File: config.mk
export PLATFORM = sky130hd
export DESIGN_NAME = kip_port
export DESIGN_NICKNAME = d
export VERILOG_FILES = /design/src/inc/kip_pkg.sv /design/src/hdl/kip_port.sv
export SDC_FILE = /design/constraint.sdc
export NUM_CORES = 1
export LEC_CHECK = 0
export BUFFER_PORTS_ARGS = -buffer_cell sky130_fd_sc_hd__buf_2
export CAP_MARGIN = 20
export CORE_MARGIN = 10
export CORE_UTILIZATION = 30
export CTS_BUF_LIST = sky130_fd_sc_hd__clkbuf_2
export CTS_CLUSTER_SIZE = 14
export DETAILED_ROUTE_END_ITERATION = 6
export PLACE_DENSITY = 0.5
export SLEW_MARGIN = 30
export SYNTH_ARGS = -nofsm -noshare
export SYNTH_HDL_FRONTEND = slang
export SYNTH_SLANG_ARGS = --single-unit
File: constraint.sdc
create_clock -name core_clk_in -period 1.85 [get_ports core_clk_in]
set_input_delay 0.0925 -clock core_clk_in [delete_from_list [all_inputs] [get_ports core_clk_in]]
set_output_delay 0.0925 -clock core_clk_in [all_outputs]
set_load 0.005 [all_outputs]
File: src/inc/kip_pkg.sv
// Constants and register map of the key input port with group interrupts
// What this block does
// Data registers read live pin levels
// Writes to pin level registers ignored
// Only selected pins join group condition
// Compare bit one falling, zero rising
// Event when selected pins leave full match
// Mismatch to other mismatch raises nothing
// Two groups, pins 0-3 and 4-7
// Event sets factor flag regardless of mask
// Mask bit gates request to CPU
// Writing one clears factor flag
// Handler clears flag before re-enabling interrupts
// Reset clears select, compare, mask, flags
// Synchronise pins, compare match each cycle
package kip_pkg;

	// ----------------------------------------
	// Widths
	// ----------------------------------------
	localparam int KIP_ADDR_W = 16;
	localparam int KIP_DATA_W = 4;
	localparam int KIP_GROUPS = 2;
	localparam int KIP_GRP_W = 4;
	localparam int KIP_PINS = 8;

	// ----------------------------------------
	// Register offsets
	// ----------------------------------------
	localparam logic [15:0] KIP_SEL0_OFS = 16'hff20;
	localparam logic [15:0] KIP_LVL0_OFS = 16'hff21;
	localparam logic [15:0] KIP_CMP0_OFS = 16'hff22;
	localparam logic [15:0] KIP_SEL1_OFS = 16'hff24;
	localparam logic [15:0] KIP_LVL1_OFS = 16'hff25;
	localparam logic [15:0] KIP_CMP1_OFS = 16'hff26;
	localparam logic [15:0] KIP_IRQ_STAT_OFS = 16'hff28;
	localparam logic [15:0] KIP_IRQ_CLR_OFS = 16'hff29;
	localparam logic [15:0] KIP_IRQ_EN_OFS = 16'hff2a;
	localparam logic [15:0] KIP_MASK0_OFS = 16'hffe4;
	localparam logic [15:0] KIP_MASK1_OFS = 16'hffe5;
	localparam logic [15:0] KIP_FLAG0_OFS = 16'hfff4;
	localparam logic [15:0] KIP_FLAG1_OFS = 16'hfff5;

	// ----------------------------------------
	// Reset values
	// ----------------------------------------
	localparam logic [7:0] KIP_SEL_RST = 8'h00;
	localparam logic [7:0] KIP_CMP_RST = 8'h00;
	localparam logic [1:0] KIP_MASK_RST = 2'h0;
	localparam logic [1:0] KIP_FLAG_RST = 2'h0;
	localparam logic [1:0] KIP_MATCH_RST = 2'h3;
	localparam logic [7:0] KIP_PIN_RST = 8'h00;
	localparam logic [3:0] KIP_RD_RST = 4'h0;

endpackage : kip_pkg

File: src/hdl/kip_port.sv
// Eight-pin key input port with two interrupt groups
`timescale 1ns/1ps
`default_nettype none

module kip_port
	import kip_pkg::*;
#(
	parameter int ADDR_W = KIP_ADDR_W,
	parameter int DATA_W = KIP_DATA_W
) (
	input wire logic core_clk_in,
	input wire logic sys_rst_in,
	input wire logic [KIP_PINS-1:0] key_pins_in,
	input wire logic [ADDR_W-1:0] reg_addr_in,
	input wire logic [DATA_W-1:0] reg_wdata_in,
	input wire logic reg_wr_in,
	input wire logic reg_rd_in,
	output logic [DATA_W-1:0] reg_rdata_out,
	output logic irq_out
);

	// ----------------------------------------
	// Elaboration checks
	// ----------------------------------------
	generate
		if (ADDR_W != 16 || DATA_W != 4) begin : g_bad_width
			$error("kip_port: only a 16-bit address and 4-bit data are served");
		end
		if (KIP_GROUPS * KIP_GRP_W != KIP_PINS) begin : g_bad_split
			$error("kip_port: the groups must cover every pin");
		end
	endgenerate

	// ----------------------------------------
	// State
	// ----------------------------------------
	typedef struct packed {
		logic [7:0] sync1;
		logic [7:0] sync2;
		logic [7:0] sync3;
		logic [7:0] pins;
		logic [7:0] sel;
		logic [7:0] cmp;
		logic [1:0] mask;
		logic [1:0] flag;
		logic [1:0] match;
		logic [3:0] rdata;
		logic irq;
	} kip_state_s;

	kip_state_s st_r;
	kip_state_s st_nxt;

	// ----------------------------------------
	// Per-group match detection
	// ----------------------------------------
	logic [1:0] match_now;
	logic [1:0] grp_event;

	genvar g;
	generate
		for (g = 0; g < KIP_GROUPS; g++) begin : g_grp
			logic [3:0] diff;
			logic [3:0] lvl_g;
			logic [3:0] sel_g;
			logic [3:0] cmp_g;
			assign lvl_g = st_r.pins[g*4 +: 4];
			assign sel_g = st_r.sel[g*4 +: 4];
			assign cmp_g = st_r.cmp[g*4 +: 4];
			// compare against stored level
			// unselected pins masked out
			assign diff = (lvl_g ^ cmp_g) & sel_g;
			assign match_now[g] = (diff == 4'h0);
			// match to mismatch edge
			// mismatch to mismatch ignored
			assign grp_event[g] = st_r.match[g] & ~match_now[g];
		end
	endgenerate

	// ----------------------------------------
	// Pin acceptance
	// ----------------------------------------
	logic [KIP_PINS-1:0] pin_agree;
	logic [KIP_PINS-1:0] pin_next;

	genvar p;
	generate
		for (p = 0; p < KIP_PINS; p++) begin : g_pin
			// second and third stage agree
			assign pin_agree[p] = (st_r.sync2[p] == st_r.sync3[p]);
			// A pin caught mid-change keeps its last accepted level
			assign pin_next[p] = pin_agree[p] ? st_r.sync3[p] : st_r.pins[p];
		end
	endgenerate

	// ----------------------------------------
	// Write data slices
	// ----------------------------------------
	logic [3:0] wdata;
	logic wbit;
	logic [1:0] wpair;

	assign wdata = reg_wdata_in[3:0];
	assign wbit = reg_wdata_in[0];
	assign wpair = reg_wdata_in[1:0];

	// ----------------------------------------
	// Address decode
	// ----------------------------------------
	logic [15:0] a;
	logic hit_sel0;
	logic hit_lvl0;
	logic hit_cmp0;
	logic hit_sel1;
	logic hit_lvl1;
	logic hit_cmp1;
	logic hit_stat;
	logic hit_clr;
	logic hit_en;
	logic hit_mask0;
	logic hit_mask1;
	logic hit_flag0;
	logic hit_flag1;

	assign a = reg_addr_in[15:0];

	// Hits are one-hot, so no two registers answer one address
	always_comb begin
		hit_sel0 = 1'b0;
		hit_lvl0 = 1'b0;
		hit_cmp0 = 1'b0;
		hit_sel1 = 1'b0;
		hit_lvl1 = 1'b0;
		hit_cmp1 = 1'b0;
		hit_stat = 1'b0;
		hit_clr = 1'b0;
		hit_en = 1'b0;
		hit_mask0 = 1'b0;
		hit_mask1 = 1'b0;
		hit_flag0 = 1'b0;
		hit_flag1 = 1'b0;
		if (a == KIP_SEL0_OFS) begin
			hit_sel0 = 1'b1;
		end else if (a == KIP_LVL0_OFS) begin
			hit_lvl0 = 1'b1;
		end else if (a == KIP_CMP0_OFS) begin
			hit_cmp0 = 1'b1;
		end else if (a == KIP_SEL1_OFS) begin
			hit_sel1 = 1'b1;
		end else if (a == KIP_LVL1_OFS) begin
			hit_lvl1 = 1'b1;
		end else if (a == KIP_CMP1_OFS) begin
			hit_cmp1 = 1'b1;
		end else if (a == KIP_IRQ_STAT_OFS) begin
			hit_stat = 1'b1;
		end else if (a == KIP_IRQ_CLR_OFS) begin
			hit_clr = 1'b1;
		end else if (a == KIP_IRQ_EN_OFS) begin
			hit_en = 1'b1;
		end else if (a == KIP_MASK0_OFS) begin
			hit_mask0 = 1'b1;
		end else if (a == KIP_MASK1_OFS) begin
			hit_mask1 = 1'b1;
		end else if (a == KIP_FLAG0_OFS) begin
			hit_flag0 = 1'b1;
		end else if (a == KIP_FLAG1_OFS) begin
			hit_flag1 = 1'b1;
		end
	end

	// ----------------------------------------
	// One- and two-bit register views
	// ----------------------------------------
	logic [3:0] view_mask0;
	logic [3:0] view_mask1;
	logic [3:0] view_flag0;
	logic [3:0] view_flag1;
	logic [3:0] view_stat;
	logic [3:0] view_en;

	// Unused upper bits read as zero
	assign view_mask0 = {3'h0, st_r.mask[0]};
	assign view_mask1 = {3'h0, st_r.mask[1]};
	assign view_flag0 = {3'h0, st_r.flag[0]};
	assign view_flag1 = {3'h0, st_r.flag[1]};
	assign view_stat = {2'h0, st_r.flag};
	assign view_en = {2'h0, st_r.mask};

	// ----------------------------------------
	// Write strobes per register
	// ----------------------------------------
	logic wr_sel0;
	logic wr_cmp0;
	logic wr_sel1;
	logic wr_cmp1;
	logic wr_mask0;
	logic wr_mask1;
	logic wr_en;
	logic wr_flag0;
	logic wr_flag1;
	logic wr_clr;

	// level and status addresses take no write
	assign wr_sel0 = reg_wr_in & hit_sel0;
	assign wr_cmp0 = reg_wr_in & hit_cmp0;
	assign wr_sel1 = reg_wr_in & hit_sel1;
	assign wr_cmp1 = reg_wr_in & hit_cmp1;
	assign wr_mask0 = reg_wr_in & hit_mask0;
	assign wr_mask1 = reg_wr_in & hit_mask1;
	assign wr_en = reg_wr_in & hit_en;
	assign wr_flag0 = reg_wr_in & hit_flag0;
	assign wr_flag1 = reg_wr_in & hit_flag1;
	assign wr_clr = reg_wr_in & hit_clr;

	logic [1:0] clr;

	// write one clears, zero leaves alone
	always_comb begin
		clr = 2'h0;
		if (wr_flag0) begin
			clr[0] = wbit;
		end
		if (wr_flag1) begin
			clr[1] = wbit;
		end
		if (wr_clr) begin
			clr = wpair;
		end
	end

	// ----------------------------------------
	// Factor flags
	// ----------------------------------------
	logic [KIP_GROUPS-1:0] flag_next;

	genvar f;
	generate
		for (f = 0; f < KIP_GROUPS; f++) begin : g_flag
			// one flag per group
			// set regardless of mask, set beats clear
			assign flag_next[f] = (st_r.flag[f] & ~clr[f]) | grp_event[f];
		end
	endgenerate

	// ----------------------------------------
	// Read data select
	// ----------------------------------------
	logic [3:0] rd_word;

	// Unmapped addresses read as zero
	always_comb begin
		rd_word = KIP_RD_RST;
		if (hit_sel0) begin
			rd_word = st_r.sel[3:0];
		end else if (hit_lvl0) begin
			// synchronised pin levels
			rd_word = st_r.pins[3:0];
		end else if (hit_cmp0) begin
			rd_word = st_r.cmp[3:0];
		end else if (hit_sel1) begin
			rd_word = st_r.sel[7:4];
		end else if (hit_lvl1) begin
			rd_word = st_r.pins[7:4];
		end else if (hit_cmp1) begin
			rd_word = st_r.cmp[7:4];
		end else if (hit_mask0) begin
			rd_word = view_mask0;
		end else if (hit_mask1) begin
			rd_word = view_mask1;
		end else if (hit_flag0) begin
			rd_word = view_flag0;
		end else if (hit_flag1) begin
			rd_word = view_flag1;
		end else if (hit_stat) begin
			rd_word = view_stat;
		end else if (hit_en) begin
			rd_word = view_en;
		end
	end

	// ----------------------------------------
	// Reset image
	// ----------------------------------------
	kip_state_s rst_state;

	// Match history starts as all-match so release raises nothing
	always_comb begin
		rst_state.sync1 = KIP_PIN_RST;
		rst_state.sync2 = KIP_PIN_RST;
		rst_state.sync3 = KIP_PIN_RST;
		rst_state.pins = KIP_PIN_RST;
		rst_state.sel = KIP_SEL_RST;
		rst_state.cmp = KIP_CMP_RST;
		rst_state.mask = KIP_MASK_RST;
		rst_state.flag = KIP_FLAG_RST;
		rst_state.match = KIP_MATCH_RST;
		rst_state.rdata = KIP_RD_RST;
		rst_state.irq = 1'h0;
	end

	// ----------------------------------------
	// Next state
	// ----------------------------------------
	always_comb begin
		st_nxt = st_r;
		// three-stage pin synchroniser
		st_nxt.sync1 = key_pins_in;
		st_nxt.sync2 = st_r.sync1;
		st_nxt.sync3 = st_r.sync2;
		st_nxt.pins = pin_next;
		// previous cycle match state
		st_nxt.match = match_now;

		// Configuration registers
		if (wr_sel0) begin
			st_nxt.sel[3:0] = wdata;
		end
		if (wr_cmp0) begin
			st_nxt.cmp[3:0] = wdata;
		end
		if (wr_sel1) begin
			st_nxt.sel[7:4] = wdata;
		end
		if (wr_cmp1) begin
			st_nxt.cmp[7:4] = wdata;
		end
		if (wr_mask0) begin
			st_nxt.mask[0] = wbit;
		end
		if (wr_mask1) begin
			st_nxt.mask[1] = wbit;
		end
		if (wr_en) begin
			st_nxt.mask = wpair;
		end

		st_nxt.flag = flag_next;

		// masked request to CPU
		st_nxt.irq = |(st_nxt.flag & st_nxt.mask);

		// Read data stand in the cycle after the strobe only
		st_nxt.rdata = KIP_RD_RST;
		if (reg_rd_in) begin
			st_nxt.rdata = rd_word;
		end

		// reset values
		if (sys_rst_in) begin
			st_nxt = rst_state;
		end
	end

	// ----------------------------------------
	// State register
	// ----------------------------------------
	always_ff @(posedge core_clk_in) begin
		st_r <= st_nxt;
	end

	// ----------------------------------------
	// Outputs
	// ----------------------------------------
	assign reg_rdata_out = st_r.rdata;
	assign irq_out = st_r.irq;

endmodule : kip_port

`default_nettype wire

=== Word level (Yosys, flattened, before mapping) ===
Index checks and enable logic that the tools add are counted.

* Register bits after elaboration: 59
* Latch bits: 0
* RAM bits: 0
* Memory bits (read-only): 0
* Input port bits: 32
* Word-level logic and storage cells: 180
* Memories kept: 0

* Add/subtract/negate cells: 0
* Multipliers: 0
* Div/mod/pow operators: 0
* Magnitude comparators: 0
* Eq/ne operators: 21
* Shifts and indexed selects: 0
* Mux-type cells: 109
* Bitwise operators: 26
* Reduce and logical (&&, ||, !) cells: 4

{| class="wikitable"
|+ Operators by type and width
! cell !! number
|-
| 16-bit equality test (second input constant) || 13
|-
| 1-bit 2-to-1 mux || 95
|-
| 4-bit 2-to-1 mux || 6
|-
| 2-bit 2-to-1 mux || 8
|-
| 1-bit AND || 14
|-
| 4-bit AND || 2
|-
| 1-bit equality test || 8
|-
| 4-bit zero test || 2
|-
| 4-bit bitwise XOR || 2
|-
| 1-bit NOT || 5
|-
| 2-bit OR reduction || 2
|-
| 2-bit AND || 1
|-
| 1-bit bitwise OR || 2
|}

=== Logic depth before layout (Yosys ltp) ===
* Depth after elaboration: 24
* Depth in mapped cells: 7
* Depth with buffers taken out: 5

=== Worst setup path after synthesis ===
No wires, ideal clock.

* Kind: in2reg
* Start point: in reg_addr_in[4]
* End point: reg st_r (netlist bit reg_rdata_out[1])
* Library setup time: 0.133 ns
* Data arrival time: 1.483 ns
* Data required time: 1.717 ns
* Slack: 0.234 ns
* Stages: 5
* Buffers on the path: 0
* Path through: or3_4 -> or4_4 -> a2111o_1 -> a31oi_1 -> o41ai_1

* Cells in the longest elaborated chain, start to end: 24
* Elaborated cells on any way between the ends: 108

{| class="wikitable"
|+ RTL lines
! item !! RTL line !! RTL
|-
| from (decl) || kip_port.sv:14 || <nowiki>input wire logic [ADDR_W-1:0] reg_addr_in,</nowiki>
|-
| 16-bit equality test || kip_port.sv:166 || <nowiki>end else if (a == KIP_FLAG1_OFS) begin</nowiki>
|-
| 1-bit 2-to-1 mux || kip_port.sv:166 ||
|-
| 1-bit 2-to-1 mux || kip_port.sv:164 || <nowiki>end else if (a == KIP_FLAG0_OFS) begin</nowiki>
|-
| 1-bit 2-to-1 mux || kip_port.sv:162 || <nowiki>end else if (a == KIP_MASK1_OFS) begin</nowiki>
|-
| 1-bit 2-to-1 mux || kip_port.sv:160 || <nowiki>end else if (a == KIP_MASK0_OFS) begin</nowiki>
|-
| 1-bit 2-to-1 mux || kip_port.sv:158 || <nowiki>end else if (a == KIP_IRQ_EN_OFS) begin</nowiki>
|-
| 1-bit 2-to-1 mux || kip_port.sv:156 || <nowiki>end else if (a == KIP_IRQ_CLR_OFS) begin</nowiki>
|-
| 1-bit 2-to-1 mux || kip_port.sv:154 || <nowiki>end else if (a == KIP_IRQ_STAT_OFS) begin</nowiki>
|-
| (+8 left out) || n/a ||
|-
| 2-bit 2-to-1 mux || kip_port.sv:268 || <nowiki>end else if (hit_mask1) begin</nowiki>
|-
| 2-bit 2-to-1 mux || kip_port.sv:266 || <nowiki>end else if (hit_mask0) begin</nowiki>
|-
| 4-bit 2-to-1 mux || kip_port.sv:264 || <nowiki>end else if (hit_cmp1) begin</nowiki>
|-
| 4-bit 2-to-1 mux || kip_port.sv:262 || <nowiki>end else if (hit_lvl1) begin</nowiki>
|-
| 4-bit 2-to-1 mux || kip_port.sv:260 || <nowiki>end else if (hit_sel1) begin</nowiki>
|-
| 4-bit 2-to-1 mux || kip_port.sv:258 || <nowiki>end else if (hit_cmp0) begin</nowiki>
|-
| 4-bit 2-to-1 mux || kip_port.sv:255 || <nowiki>end else if (hit_lvl0) begin</nowiki>
|-
| 4-bit 2-to-1 mux * || kip_port.sv:253 || <nowiki>if (hit_sel0) begin</nowiki>
|-
| to (signal assigned) || kip_port.sv:358 || <nowiki>st_r <= st_nxt;</nowiki>
|-
| to (decl) || kip_port.sv:51 || <nowiki>kip_state_s st_r;</nowiki>
|}

Mark *: on every way between the ends. The rest lies on a longest branch, timed or not.
A chain may end at the register's enable or synchronous reset.

=== Worst setup path after layout ===
* Start point: reg st_r (netlist bit g_grp[1].lvl_g[1])
* End point: reg st_r (netlist bit irq_out)

* Cells in the longest elaborated chain, start to end: 8

{| class="wikitable"
|+ RTL lines
! item !! RTL line !! RTL
|-
| 4-bit bitwise XOR || kip_port.sv:72 || <nowiki>assign diff = (lvl_g ^ cmp_g) & sel_g;</nowiki>
|-
| 4-bit AND || kip_port.sv:72 ||
|-
| 4-bit zero test || kip_port.sv:73 || <nowiki>assign match_now[g] = (diff == 4'h0);</nowiki>
|-
| 1-bit NOT || kip_port.sv:76 || <nowiki>assign grp_event[g] = st_r.match[g] & ~match_now[g];</nowiki>
|-
| 1-bit AND || kip_port.sv:76 ||
|-
| 1-bit bitwise OR || kip_port.sv:241 || <nowiki>assign flag_next[f] = (st_r.flag[f] & ~clr[f]) | grp_event[f];</nowiki>
|-
| 2-bit AND || kip_port.sv:340 || <nowiki>st_nxt.irq = |(st_nxt.flag & st_nxt.mask);</nowiki>
|-
| 2-bit OR reduction || kip_port.sv:340 ||
|}

No other way between the ends.

==> impl_results.md <==
- P_leak: 1.37 nW
- DRC: 0
- Area grow syn2layout: 22.5%
- GRT Resource Usage Total: 9.62%
- Port Buf Inserts: 36
- Vias in the first global route: 2089
- First-pass GRT wire length: 10.0 mm
- Post-DP Area: 0.00289 mm²
- Clk buf depth: 2
- Count leader, synth: dfxtp_1
- Seq cells post-synth: 59
- Die width: 113 µm
- DIE AREA: 0.0127 mm²
- Global route total overflow: 0
- DP Wirelength: 4.49 mm
- CTS resizes: 0
- Seq/Total Area, Yosys: 45.9%
- CP max FO: 4
- Max cap viols: 0
- Initial antenna violation count: 0
- Clock slew at reported path FFs: 160 ps
- Clk sink count: 59
- Final Hold Vio Count: 0
- Synth warnings: 0
- Final std cells w/o fill: 444
- Root Buffer: clkbuf_2
- Final Critical Period: 1460 ps
- Dpl cells: 415
- Max transition margin: 72.3%
- Antenna viol nets, final: 0
- Die Y: 113 µm
- Mapped cell area: 0.00257 mm²
- Post-synth EDFFs: 0
- Row count: 33
- Syn_nets: 313
- TritonCTS clock tree: done
- Wire length per cell: 13.9 µm
- Pwr Density: 754 mW/mm²
- Synth unique cells: 44
- Status: finished clean
- Layout cells sized above 1: 19.8%
- Peak VDD IR: 419 µV
- Initial core utilization: 31.0%
- Post-synthesis instance total: 281
- Synth area leader: dfxtp_1
- Pre-Repair DR Iteration Count: 4
- Setup violations, final: 0
- Mean Syn Cell Area: 9.16 µm²
- Worst hold slack: 48.5 ps
- Worst-Skew Late Latency: 460 ps
- Setup bufs post-CTS: 0
- Vias per inst: 4.90
- Final instance area: 0.00315 mm²
- I/O Pins: 37
- Max-slew violation count: 0
- Largest net degree at the start of global routing: 37
- Routed vias: 2177
- Max Freq: 687 MHz
- RSZ-0062 raised after global routing: false
- Routed WL: 6.19 mm
- Placer Congestion: 0.806
- # diodes: 0
- CP Class: flop to flop
- Worst hold path type: primary input to flop
- CTS Buf Count: 9
- Synth cell count leaders: 59 x dfxtp_1, 28 x nor2_1, 28 x nor2b_1
- Final clock skew: 25.0 ps
- Crit path capture type: flop
- Setup TNS: 0 ps
- Nets@finish: 366
- H-tree Lvls: 3
- Async set-reset flop share out of synthesis: 0%
- Post-CTS Hold Fix Bufs: 12
- Tcrit/Tclk final: 78.7%
- Critical Path AT: 1810 ps
- Core area: 0.00830 mm²
- Share of the synthesized area in the top cell type: 45.9%
- Type of origin of the critical path: flop
- Tightest Pin Transition: 415 ps
- Filler instances: 861
- Largest cells by area after synthesis: dfxtp_1 46%, mux2i_1 7.8%, nor2b_1 6.8%, nor2_1 4.1%, xor2_1 2.7%
- Starting DRT DRC Count: 115
- Ys flop type: dfxtp_1
- CP Data Required Time: 2200 ps
==> power by group <==
part | switching [mW] | total, mW | leakage [nW] | internal, mW
combinational | 0.0915 | 0.171 | 0.804 | 0.0793
clock | 0.451 | 0.907 | 0.0836 | 0.456
sequential | 0.00707 | 1.30 | 0.479 | 1.29
total | 0.550 | 2.38 | 1.37 | 1.83
==> metrics by stage <==
step,util (%),setup WS [ps],power [mW]
after floorplan,-,234,1.41
after global placement,34.8,86.6,1.48
after detailed placement,34.8,68.1,1.48
after CTS,37.9,340,2.41
after global routing,38.0,260,2.49
final,38.0,395,2.38
==> placed cells by master (no fill, tap or decap), types with 2 or more instances in the layout <==
master / n
a21oi_1: 11
bufinv_16: 2
nand2b_1: 8
a31oi_1: 6
dfxtp_1: 59
nand4b_1: 2
a2bb2oi_1: 2
nand3_1: 12
and4_1: 2
a31o_2: 2
a32oi_1: 2
o31ai_1: 2
nand3b_1: 2
o22ai_1: 3
mux2i_1: 20
dlygate4sd3_1: 13
nor4_1: 3
clkbuf_2: 11
nor2_1: 28
o32ai_1: 2
and3_1: 2
o21ai_0: 13
nor2b_1: 28
buf_4: 9
nand4_1: 4
nor3_1: 5
inv_1: 7
nand2_1: 13
buf_2: 36
xor2_1: 8
a22oi_1: 4
==> final timing paths <==
path / start / endpoint / slack, ps / cells after the start
hold reg to reg: st_r[51] / st_r[43] / 440 / 1
setup reg to reg: g_grp[1].lvl_g[1] / irq_out / 390 / 5
hold / removal: reg_rd_in / reg_rdata_out[1] / 50 / 3
setup / recovery: g_grp[1].lvl_g[1] / irq_out / 390 / 5
==> critical path: stages (launching register included) <==
cell	delay (ps)
dfxtp_1	400
xor2_1	180
a22oi_1	200
nand2_1	100
a222oi_1	340
o32ai_1	130
==> state kept, by name (all words and copies together), names as in the netlist <==
| name | cells |
|---|---|
| g_grp.lvl_g | 8 |
| st_r | 30 |
| g_grp.cmp_g | 8 |
| irq_out | 1 |
| reg_rdata_out | 4 |
| g_grp.sel_g | 8 |
==> metal layers <==
metal	vias to the layer above	track usage, %	share of wire [%]
met2	67	14.6	44
met4	0	3.47	1.2
met5	-	0	0
li1	1108	-	-
met3	8	4.31	7.9
met1	994	11.7	47
==> kinds of logic (layout without fill, tap and decap cells) <==
| logic type | count (synthesis) | in the layout | share of synthesized area (%) |
|---|---|---|---|
| AOI/OAI and AO/OA | 55 | 55 | 14.2 |
| xor gates and xnor gates | 8 | 8 | 2.72 |
| buffers and inverters | 24 | 82 | 4.28 |
| DFF | 59 | 59 | 45.9 |
| muxes | 20 | 20 | 7.78 |
| and+or+nand+nor | 115 | 115 | 25.1 |
==> cell type report <==
cell class	count	area, µm²	share of cell area, %
multi-input combinational	198	1280	40.7
clock buffer	11	55.1	1.75
tap	105	131	4.17
sequential	59	1180	37.5
clock inverter	5	77.6	2.46
inverter	7	26.3	0.834
timing repair buffer	59	398	12.6
Note: power is estimated with default switching activity, not from simulation.
